$ cat config.mk
export PLATFORM = sky130hd
export DESIGN_NAME = mcuse_core
export DESIGN_NICKNAME = d
export VERILOG_FILES = /design/src/hw/mcuse_pkg.sv /design/src/hw/mcuse_core.sv
export SDC_FILE = /design/constraint.sdc
export NUM_CORES = 2
export LEC_CHECK = 0
export ABC_AREA = 0
export BUFFER_PORTS_ARGS = -buffer_cell sky130_fd_sc_hd__buf_2
export CORE_UTILIZATION = 45
export CTS_CLUSTER_SIZE = 20
export DETAILED_ROUTE_END_ITERATION = 8
export PLACE_DENSITY = 0.66
export REMOVE_ABC_BUFFERS = 1
export SYNTH_ARGS = -nofsm -noshare
export SYNTH_HDL_FRONTEND = slang
export SYNTH_SLANG_ARGS = --single-unit
$ cat constraint.sdc
create_clock -name sys_clk -period 8.6 [get_ports sys_clk]
set_input_delay 2.58 -clock sys_clk [delete_from_list [all_inputs] [get_ports sys_clk]]
set_output_delay 2.58 -clock sys_clk [all_outputs]
set_load 0.005 [all_outputs]
$ cat src/hw/mcuse_pkg.sv
package mcuse_pkg;
  ////////////////////////////////////////////////////////////////////////////
  // widths
  localparam int PC_W = 13;
  localparam int FA_W = 7;
  localparam int SP_W = 3;
  localparam int AD_W = 10;

  ////////////////////////////////////////////////////////////////////////////
  // instruction words and opcode fields
  localparam logic [13:0] NOP_WORD = 14'h0000;
  localparam logic [13:0] OP_CLEAR_ACC = 14'h0103;
  localparam logic [13:0] OP_KICK_WDG = 14'h0064;
  localparam logic [13:0] OP_OPTION_LOAD = 14'h0062;
  localparam logic [13:0] OP_IRQ_EXIT = 14'h0009;
  localparam logic [13:0] OP_SUB_EXIT = 14'h0008;
  localparam logic [1:0] CLS_FILE = 2'h0;
  localparam logic [1:0] CLS_JUMP = 2'h2;
  localparam logic [1:0] CLS_LIT = 2'h3;
  localparam logic [3:0] NB_STORE = 4'h0;
  localparam logic [3:0] NB_OR_FILE = 4'h4;
  localparam logic [3:0] NB_COPY = 4'h8;
  localparam logic [3:0] NB_INVERT = 4'h9;
  localparam logic [3:0] NB_INC = 4'hA;
  localparam logic [3:0] NB_DEC_SKIP = 4'hB;
  localparam logic [3:0] NB_ROT_LEFT = 4'hD;
  localparam logic [3:0] NB_INC_SKIP = 4'hF;
  localparam logic [3:0] NB_OR_LIT = 4'h8;
  localparam logic [1:0] NB_LOAD_LIT = 2'h0;
  localparam logic [1:0] NB_TABLE_EXIT = 2'h1;

  ////////////////////////////////////////////////////////////////////////////
  // flag positions
  localparam int ST_CARRY = 0;
  localparam int ST_ZERO = 2;
  localparam int ST_PD_N = 3;
  localparam int ST_TO_N = 4;
  localparam int IRQ_GIE = 7;
  localparam int HL_LO = 3;
  localparam int HL_HI = 4;

  ////////////////////////////////////////////////////////////////////////////
  // reset values
  localparam logic [7:0] OPTION_RST = 8'hFF;
  localparam logic [7:0] IRQCTL_RST = 8'h00;
  localparam logic [7:0] PCHL_RST = 8'h00;
  localparam logic [PC_W-1:0] PC_RST = 13'h0000;

  ////////////////////////////////////////////////////////////////////////////
  // register byte offsets
  localparam logic [AD_W-1:0] REG_CTRL = 10'h000;
  localparam logic [AD_W-1:0] REG_ACC = 10'h004;
  localparam logic [AD_W-1:0] REG_STATUS = 10'h008;
  localparam logic [AD_W-1:0] REG_PC = 10'h00C;
  localparam logic [AD_W-1:0] REG_PCHL = 10'h010;
  localparam logic [AD_W-1:0] REG_IRQCTL = 10'h014;
  localparam logic [AD_W-1:0] REG_OPTION = 10'h018;
  localparam logic [AD_W-1:0] REG_WDOG = 10'h01C;
  localparam logic [AD_W-1:0] REG_PUSH = 10'h020;
  localparam logic [1:0] FILE_WIN = 2'h2;
endpackage

$ cat src/hw/mcuse_core.sv
`timescale 1ns/1ns
//Contract
//RULE1: clear accumulator sets zero flag
//RULE2: invert file to destination, zero only
//RULE3: kick watchdog clears counters, sets flags
//RULE4: decrement skip, no flags touched
//RULE5: zero result discards prefetched word
//RULE6: increment file, update zero flag
//RULE7: increment skip, no flags touched
//RULE8: jump loads eleven bits plus latch
//RULE9: or accumulator with file, zero flag
//RULE10: or literal into accumulator, zero flag
//RULE11: load literal, flags unchanged
//RULE12: copy file to destination, zero flag
//RULE13: store accumulator to file, no flags
//RULE14: option load copies accumulator to option
//RULE15: interrupt exit pops, sets enable
//RULE16: table exit loads literal and pops
//RULE17: subroutine exit pops into counter
//RULE18: rotate left through carry, carry only
//RULE19: destination bit picks accumulator or file
//RULE20: zero flag follows eight bit result
module mcuse_core
  import mcuse_pkg::*;
(
  input wire logic sys_clk,
  input wire logic reset_n,
  output logic [PC_W-1:0] prog_addr,
  input wire logic [13:0] prog_data,
  input wire logic [AD_W-1:0] avm_address,
  input wire logic avm_read,
  input wire logic avm_write,
  input wire logic [31:0] avm_writedata,
  input wire logic [3:0] avm_byteenable,
  output logic [31:0] avm_readdata,
  output logic avm_waitrequest
);

  ////////////////////////////////////////////////////////////////////////////
  // state
  logic run;
  logic [13:0] instr;
  logic [PC_W-1:0] pc;
  logic [7:0] acc;
  logic carry;
  logic zero;
  logic timeout_flag_n;
  logic powerdown_flag_n;
  logic [7:0] option_reg;
  logic [7:0] irq_control_reg;
  logic [7:0] pc_high_latch;
  logic [7:0] wdog_prescale;
  logic [7:0] watchdog_counter;
  logic [7:0] file_mem [0:127];
  logic [PC_W-1:0] stack_mem [0:7];
  logic [SP_W-1:0] sp;
  logic [PC_W-1:0] stack_top;
  logic [7:0] next_readdata;
  logic bus_wr;

  ////////////////////////////////////////////////////////////////////////////
  // decode outputs
  logic [FA_W-1:0] faddr;
  logic dest_file;
  logic [7:0] fval;
  logic [7:0] lit;
  logic [7:0] res;
  logic wr_acc;
  logic wr_file;
  logic upd_zero;
  logic upd_carry;
  logic skip_test;
  logic jump;
  logic pop;
  logic kick;
  logic opt_load;
  logic gie_set;

  assign faddr = instr[FA_W-1:0];
  assign dest_file = instr[7];
  assign fval = file_mem[faddr];
  assign lit = instr[7:0];
  assign stack_top = stack_mem[sp - 3'h1];
  assign bus_wr = avm_write && !avm_waitrequest;

  // instruction decode and arithmetic, one instruction per cycle
  always_comb
  begin
    res = 8'h00;
    wr_acc = 1'b0;
    wr_file = 1'b0;
    upd_zero = 1'b0;
    upd_carry = 1'b0;
    skip_test = 1'b0;
    jump = 1'b0;
    pop = 1'b0;
    kick = 1'b0;
    opt_load = 1'b0;
    gie_set = 1'b0;
    if (instr == OP_CLEAR_ACC)
    begin
      res = 8'h00; // RULE1
      wr_acc = 1'b1;
      upd_zero = 1'b1;
    end
    else if (instr == OP_KICK_WDG)
    begin
      kick = 1'b1; // RULE3
    end
    else if (instr == OP_OPTION_LOAD)
    begin
      opt_load = 1'b1; // RULE14
    end
    else if (instr == OP_IRQ_EXIT)
    begin
      pop = 1'b1; // RULE15
      gie_set = 1'b1;
    end
    else if (instr == OP_SUB_EXIT)
    begin
      pop = 1'b1; // RULE17
    end
    else
    begin
      case (instr[13:12])
        CLS_FILE:
        begin
          wr_acc = !dest_file; // RULE19
          wr_file = dest_file; // RULE19
          case (instr[11:8])
            NB_STORE:
            begin
              res = acc; // RULE13
              wr_acc = 1'b0;
              wr_file = instr[7];
            end
            NB_OR_FILE:
            begin
              res = acc | fval; // RULE9
              upd_zero = 1'b1;
            end
            NB_COPY:
            begin
              res = fval; // RULE12
              upd_zero = 1'b1;
            end
            NB_INVERT:
            begin
              res = ~fval; // RULE2
              upd_zero = 1'b1;
            end
            NB_INC:
            begin
              res = fval + 8'h01; // RULE6
              upd_zero = 1'b1;
            end
            NB_DEC_SKIP:
            begin
              res = fval - 8'h01; // RULE4
              skip_test = 1'b1;
            end
            NB_INC_SKIP:
            begin
              res = fval + 8'h01; // RULE7
              skip_test = 1'b1;
            end
            NB_ROT_LEFT:
            begin
              res = {fval[6:0], carry}; // RULE18
              upd_carry = 1'b1;
            end
            default:
            begin
              wr_acc = 1'b0;
              wr_file = 1'b0;
            end
          endcase
        end
        CLS_JUMP:
        begin
          jump = instr[11]; // RULE8
        end
        CLS_LIT:
        begin
          if (instr[11:10] == NB_LOAD_LIT)
          begin
            res = lit; // RULE11
            wr_acc = 1'b1;
          end
          else if (instr[11:10] == NB_TABLE_EXIT)
          begin
            res = lit; // RULE16
            wr_acc = 1'b1;
            pop = 1'b1;
          end
          else if (instr[11:8] == NB_OR_LIT)
          begin
            res = acc | lit; // RULE10
            wr_acc = 1'b1;
            upd_zero = 1'b1;
          end
        end
        default:
        begin
          res = 8'h00;
        end
      endcase
    end
  end

  ////////////////////////////////////////////////////////////////////////////
  // fetch pipeline: instr executes while the word at pc is fetched
  always_ff @(posedge sys_clk or negedge reset_n)
  begin
    if (!reset_n)
    begin
      instr <= NOP_WORD;
      pc <= PC_RST;
    end
    else if (run)
    begin
      if (jump)
      begin
        pc <= {pc_high_latch[HL_HI:HL_LO], instr[10:0]}; // RULE8
        instr <= NOP_WORD; // RULE8
      end
      else if (pop)
      begin
        pc <= stack_top; // RULE15 RULE16 RULE17
        instr <= NOP_WORD;
      end
      else if (skip_test && res == 8'h00)
      begin
        pc <= pc + 13'h0001;
        instr <= NOP_WORD; // RULE5
      end
      else
      begin
        pc <= pc + 13'h0001;
        instr <= prog_data;
      end
    end
    else if (bus_wr && avm_address == REG_PC && avm_byteenable[0])
    begin
      pc <= avm_writedata[PC_W-1:0];
      instr <= NOP_WORD;
    end
  end

  // program memory address comes from the counter flop
  assign prog_addr = pc;

  ////////////////////////////////////////////////////////////////////////////
  // accumulator and status flags
  always_ff @(posedge sys_clk or negedge reset_n)
  begin
    if (!reset_n)
    begin
      acc <= 8'h00;
      carry <= 1'b0;
      zero <= 1'b0;
    end
    else if (run)
    begin
      if (wr_acc)
      begin
        acc <= res;
      end
      if (upd_zero)
      begin
        zero <= (res == 8'h00); // RULE20
      end
      if (upd_carry)
      begin
        carry <= fval[7]; // RULE18
      end
    end
  end

  ////////////////////////////////////////////////////////////////////////////
  // file memory: core writes while running, bus writes only when halted
  always_ff @(posedge sys_clk)
  begin
    if (run && wr_file)
    begin
      file_mem[faddr] <= res; // RULE19
    end
    else if (!run && bus_wr && avm_address[9] == FILE_WIN[1]
             && avm_byteenable[0])
    begin
      file_mem[avm_address[8:2]] <= avm_writedata[7:0];
    end
  end

  ////////////////////////////////////////////////////////////////////////////
  // return stack, filled from the bus push register
  always_ff @(posedge sys_clk or negedge reset_n)
  begin
    if (!reset_n)
    begin
      sp <= 3'h0;
    end
    else if (run && pop && !jump)
    begin
      sp <= sp - 3'h1; // RULE17
    end
    else if (bus_wr && avm_address == REG_PUSH)
    begin
      sp <= sp + 3'h1;
    end
  end

  always_ff @(posedge sys_clk)
  begin
    if (bus_wr && avm_address == REG_PUSH && !(run && pop))
    begin
      stack_mem[sp] <= avm_writedata[PC_W-1:0];
    end
  end

  ////////////////////////////////////////////////////////////////////////////
  // watchdog prescaler, counter and the two power flags
  always_ff @(posedge sys_clk or negedge reset_n)
  begin
    if (!reset_n)
    begin
      wdog_prescale <= 8'h00;
      watchdog_counter <= 8'h00;
      timeout_flag_n <= 1'b1;
      powerdown_flag_n <= 1'b1;
    end
    else if (run && kick)
    begin
      wdog_prescale <= 8'h00; // RULE3
      watchdog_counter <= 8'h00; // RULE3
      timeout_flag_n <= 1'b1; // RULE3
      powerdown_flag_n <= 1'b1; // RULE3
    end
    else if (run)
    begin
      wdog_prescale <= wdog_prescale + 8'h01;
      if (wdog_prescale == 8'hFF)
      begin
        watchdog_counter <= watchdog_counter + 8'h01;
        if (watchdog_counter == 8'hFF)
        begin
          timeout_flag_n <= 1'b0;
        end
      end
    end
  end

  ////////////////////////////////////////////////////////////////////////////
  // software registers: run control, latch, irq control, option
  always_ff @(posedge sys_clk or negedge reset_n)
  begin
    if (!reset_n)
    begin
      run <= 1'b0;
      pc_high_latch <= PCHL_RST;
      irq_control_reg <= IRQCTL_RST;
      option_reg <= OPTION_RST;
    end
    else
    begin
      if (bus_wr && avm_byteenable[0])
      begin
        case (avm_address)
          REG_CTRL: run <= avm_writedata[0];
          REG_PCHL: pc_high_latch <= avm_writedata[7:0];
          REG_IRQCTL: irq_control_reg <= avm_writedata[7:0];
          REG_OPTION: option_reg <= avm_writedata[7:0]; // RULE14
          default: run <= run;
        endcase
      end
      if (run && gie_set)
      begin
        irq_control_reg[IRQ_GIE] <= 1'b1; // RULE15
      end
      if (run && opt_load)
      begin
        option_reg <= acc; // RULE14
      end
    end
  end

  ////////////////////////////////////////////////////////////////////////////
  // read mux, low byte lanes; unmapped reads return zero
  always_comb
  begin
    next_readdata = 8'h00;
    case (avm_address)
      REG_CTRL: next_readdata = {7'h00, run};
      REG_ACC: next_readdata = acc;
      REG_STATUS: next_readdata = {3'h0, timeout_flag_n,
                                   powerdown_flag_n, zero, 1'b0, carry};
      REG_PC: next_readdata = pc[7:0];
      REG_PCHL: next_readdata = pc_high_latch;
      REG_IRQCTL: next_readdata = irq_control_reg;
      REG_OPTION: next_readdata = option_reg;
      REG_WDOG: next_readdata = watchdog_counter;
      default:
      begin
        // window spans 0x200 to 0x3FC, so bit 9 alone selects it
        if (avm_address[9] == FILE_WIN[1])
        begin
          next_readdata = file_mem[avm_address[8:2]];
        end
      end
    endcase
  end

  // one wait cycle per access; readdata is set as waitrequest drops
  always_ff @(posedge sys_clk or negedge reset_n)
  begin
    if (!reset_n)
    begin
      avm_waitrequest <= 1'b1;
      avm_readdata <= 32'h0000_0000;
    end
    else if (avm_waitrequest && (avm_read || avm_write))
    begin
      avm_waitrequest <= 1'b0;
      if (avm_address == REG_PC)
      begin
        avm_readdata <= {19'h00000, pc};
      end
      else
      begin
        avm_readdata <= {24'h000000, next_readdata};
      end
    end
    else
    begin
      avm_waitrequest <= 1'b1;
    end
  end

endmodule

==> reports/summary.txt <==
status -> finished, violations left
failing checks -> max-capacitance violations, max-slew violations
met3 usage -> 6.23%
hold path cells -> 2
path depth of the worst reg2reg path -> 20
Avg Cell Area, Syn -> 17.8 µm²
Synth Area in Simple Gates -> 4.38%
DRC viols -> 0
fin crit period -> 7.12 ns
fin crit share -> 82.8%
GRT Total Usage -> 26.3%
setup ws final -> 1.48 ns
Crit Path Max Fanout -> 65
CTS Sinks -> 1224
vias in the first global route -> 33400
FF-to-FF End -> file_mem[74][7]
max incr delay on CP -> 0.79 ns
Post-synth EDFFs -> 1128
crit path buf inv count -> 4
met1 usage -> 36.3%
asr flop ratio synth -> 7.84%
cell accounting for the most synthesized area -> edfxtp_1
Resize count post-CTS -> 0
Starting Density -> 45.6%
die width -> 362 µm
die area -> 0.131 mm²
filler instances -> 10100
pin count of the biggest net entering global routing -> 129
antenna violations before repair -> 9
layout cells sized above 1 -> 29.9%
hold_sp -> avm_readdata[12]
core box area -> 0.128 mm²
max FFs per register -> 1024
launching point of the worst reg2reg path -> instr[2]
critical path arrival -> 7.65 ns
Detail Placement HPWL -> 110000 µm
CTS H-Tree Depth -> 4
Max Root-Sink Buffers -> 3
hold slack -> 0.473 ns
XOR/XNOR Fraction of Synth Area -> 0.480%
Final Hold Viols -> 0
Iter 0 DRT Violations -> 4992
endpoints failing setup -> 0
Synth Warn # -> 0
Post-Synth Adder-Cell Area -> 0.335%
critical path class -> reg -> reg
proportion of synthesized area in mux cells -> 25.8%
Leak Pwr -> 20.4 nW
non-filler cells, final -> 5177
worst slew pin tran -> 1.55 ns
largest registers -> file_mem: 1024 flops, stack_mem: 104 flops, instr: 14 flops
wire per inst -> 33.1 µm
main combinational cell family by area after synthesis -> multiplexers
share of the synthesized area in the top cell type -> 58.1%
Worst EP required -> 9.13 ns
fin nets -> 3420
CTS root buf -> clkbuf_16
unrepaired setup endpoints after global routing -> false
GPL Wtd Cong -> 0.882
pre-CTS WS -> 1.66 ns
FMAX -> 0.140 GHz
register area share after synthesis -> 62.2%
worst-skew pair later-pin latency -> 0.76 ns
DRT Wirelength -> 172000 µm
Largest Register -> file_mem
Slew Viols, Final -> 5
Hold Path End -> avm_readdata[12]
type of the worst min-delay path -> reg -> reg
clock-pin slew on the worst setup and hold paths -> 0.06 ns
critical path, cell by cell -> clkinv_2, buf_12, mux4_2, o22ai_1, nor3_1, nor3_1, nor2_1, ha_1, inv_1, o21bai_1, a21oi_1, a21oi_1, o21ai_0, a22oi_1, xnor2_1, nand2_1, a21oi_1, nand2_1, nand2_4, buf_12
gr ovfl total -> 0
Post-CTS Setup Bufs -> 0
busiest grt layer -> met2
total number of vias -> 34200
Core Util, Final -> 50.8%
GRT met2 Usage -> 40.5%
slew margin rel. -> -3.93%
IO Pins -> 110
count of max-cap constraint violations -> 1
Die H -> 362 µm
cells after synthesis -> 3279
post-route ant nets -> 0
complex-gate fraction of the synthesized area -> 4.45%
synthesis-stage register bit count -> 1224
FP Rows -> 131
CP top delay family -> simple AND/OR/NAND/NOR gates
Worst R2R Setup Slack -> 1.48 ns
cell area after synthesis -> 0.0583 mm²
vias per cell -> 6.61
critical path's most frequent cell -> a21oi_1
clock skew -> 0.0304 ns
synth top area cells -> edfxtp_1 58%, mux4_2 22%, dfrtp_1 3.7%, mux2i_1 3.0%, nand2_1 1.3%
Inst Count DP -> 4934
Setup crit start kind -> flop
setup TNS -> 0 ns
worst vdd ir -> 0.164 mV
CTS buffer count -> 134
Netlist cell types -> 82
power per cell area -> 212 mW/mm²
buffers added on ports -> 68
first-pass GRT wire length -> 245000 µm
crit path capture type -> flop
# hold bufs at CTS -> 0
CTS tree -> done
Most used DFF post-synth -> edfxtp_1
Pre-antenna DRT Iters -> 6
slowest stage cell, crit path -> dfrtp_2
Area growth syn-to-layout -> 11.5%
[worst max path at each step]
stage                      endpoint  cells after the start  slack (ns)     start
floorplan            file_mem[0][6]                     15      -10.56  instr[0]
global placement    file_mem[83][7]                     19        1.79  instr[0]
detailed placement  file_mem[83][7]                     19        1.66  instr[0]
global route        file_mem[72][7]                     19        1.19  instr[0]
finish              file_mem[74][7]                     20        1.48  instr[2]
CTS                 file_mem[89][7]                     19        1.63  instr[0]
[kinds of logic (layout without fill, tap and decap cells)]
family,Yosys count,in the layout
flops,1224,1224
mux,786,786
simple gates,568,568
compound gates,377,377
buf+inv,276,425
xor+xnor,32,32
fa+ha+maj,15,15
other cells,1,21
[layout by cell type (no fill, tap or decap), types with 12 or more instances in the layout]
cell type  instances
a21oi_1           51
a22oi_1           77
a32o_1            17
and3_1            14
buf_12            20
buf_2             64
buf_4             77
clkbuf_1          25
clkbuf_16        135
clkinv_1          24
clkinv_2          31
conb_1            19
dfrtp_1           80
edfxtp_1        1128
ha_1              14
inv_1             17
mux2_2            45
mux2i_1          174
mux4_2           564
nand2_1          192
nand2b_1          12
nand3_1           35
nand4_1           16
nor2_1           187
nor3_1            26
o211ai_1          19
o21ai_0          101
o22ai_1           15
xnor2_1           15
xor2_1            16
[Yosys cell counts, types with 12 or more instances]
cell type  count
edfxtp_1    1128
mux4_2       564
nand2_1      206
nor2_1       196
mux2i_1      174
clkbuf_1     124
o21ai_0      101
dfrtp_1       86
a22oi_1       77
a21oi_1       52
buf_1         48
mux2_2        45
nand3_1       35
buf_4         34
nor3_1        28
buf_2         25
buf_6         20
o211ai_1      19
a32o_1        17
inv_1         17
xor2_1        17
nand4_1       16
o22ai_1       16
xnor2_1       15
and3_1        14
ha_1          14
nand2b_1      12
[stage by stage]
step                power, W  instance area (µm²)
floorplan            0.00773                57100
global placement     0.00821                60800
detailed placement   0.00823                60800
CTS                   0.0138                65100
global route          0.0141                65100
finish                0.0138                65100
[routing by layer]
layer / vias up / routed length, µm
met4: 8 / 7000
li1: 13800 / -
met2: 2089 / 80000
met3: 353 / 18500
met1: 18000 / 65900
met5: - / 54
[worst register-to-register path, cell delays in order (launching register included)]
cell and delay, ns:
dfrtp_2 0.79, clkinv_2 0.77, buf_12 0.46, mux4_2 0.45, o22ai_1 0.12, nor3_1 0.63, nor3_1 0.20, nor2_1 0.38
ha_1 0.35, inv_1 0.11, o21bai_1 0.09, a21oi_1 0.28, a21oi_1 0.12, o21ai_0 0.17, a22oi_1 0.10, xnor2_1 0.23
nand2_1 0.11, a21oi_1 0.40, nand2_1 0.16, nand2_4 0.58, buf_12 0.35
[layout make-up]
type	instances	area [µm²]	share of cell area (%)
well taps	1729	2160	3.33
multi-input cells	1797	20900	32.1
clock inverters	80	778	1.20
clock buffers	161	3490	5.36
repair buffers	163	1330	2.04
diodes	2	5.00	0.00769
flip-flops and latches	1224	36300	55.8
inverters	21	82.6	0.127
[power by group]
group	internal (W)	switching [W]	total, W
registers	0.00671	0.0000425	0.00675
clock network	0.00322	0.00243	0.00565
logic	0.000476	0.000896	0.00137
total	0.0104	0.00337	0.0138
Note: power is estimated with default switching activity, not from simulation.
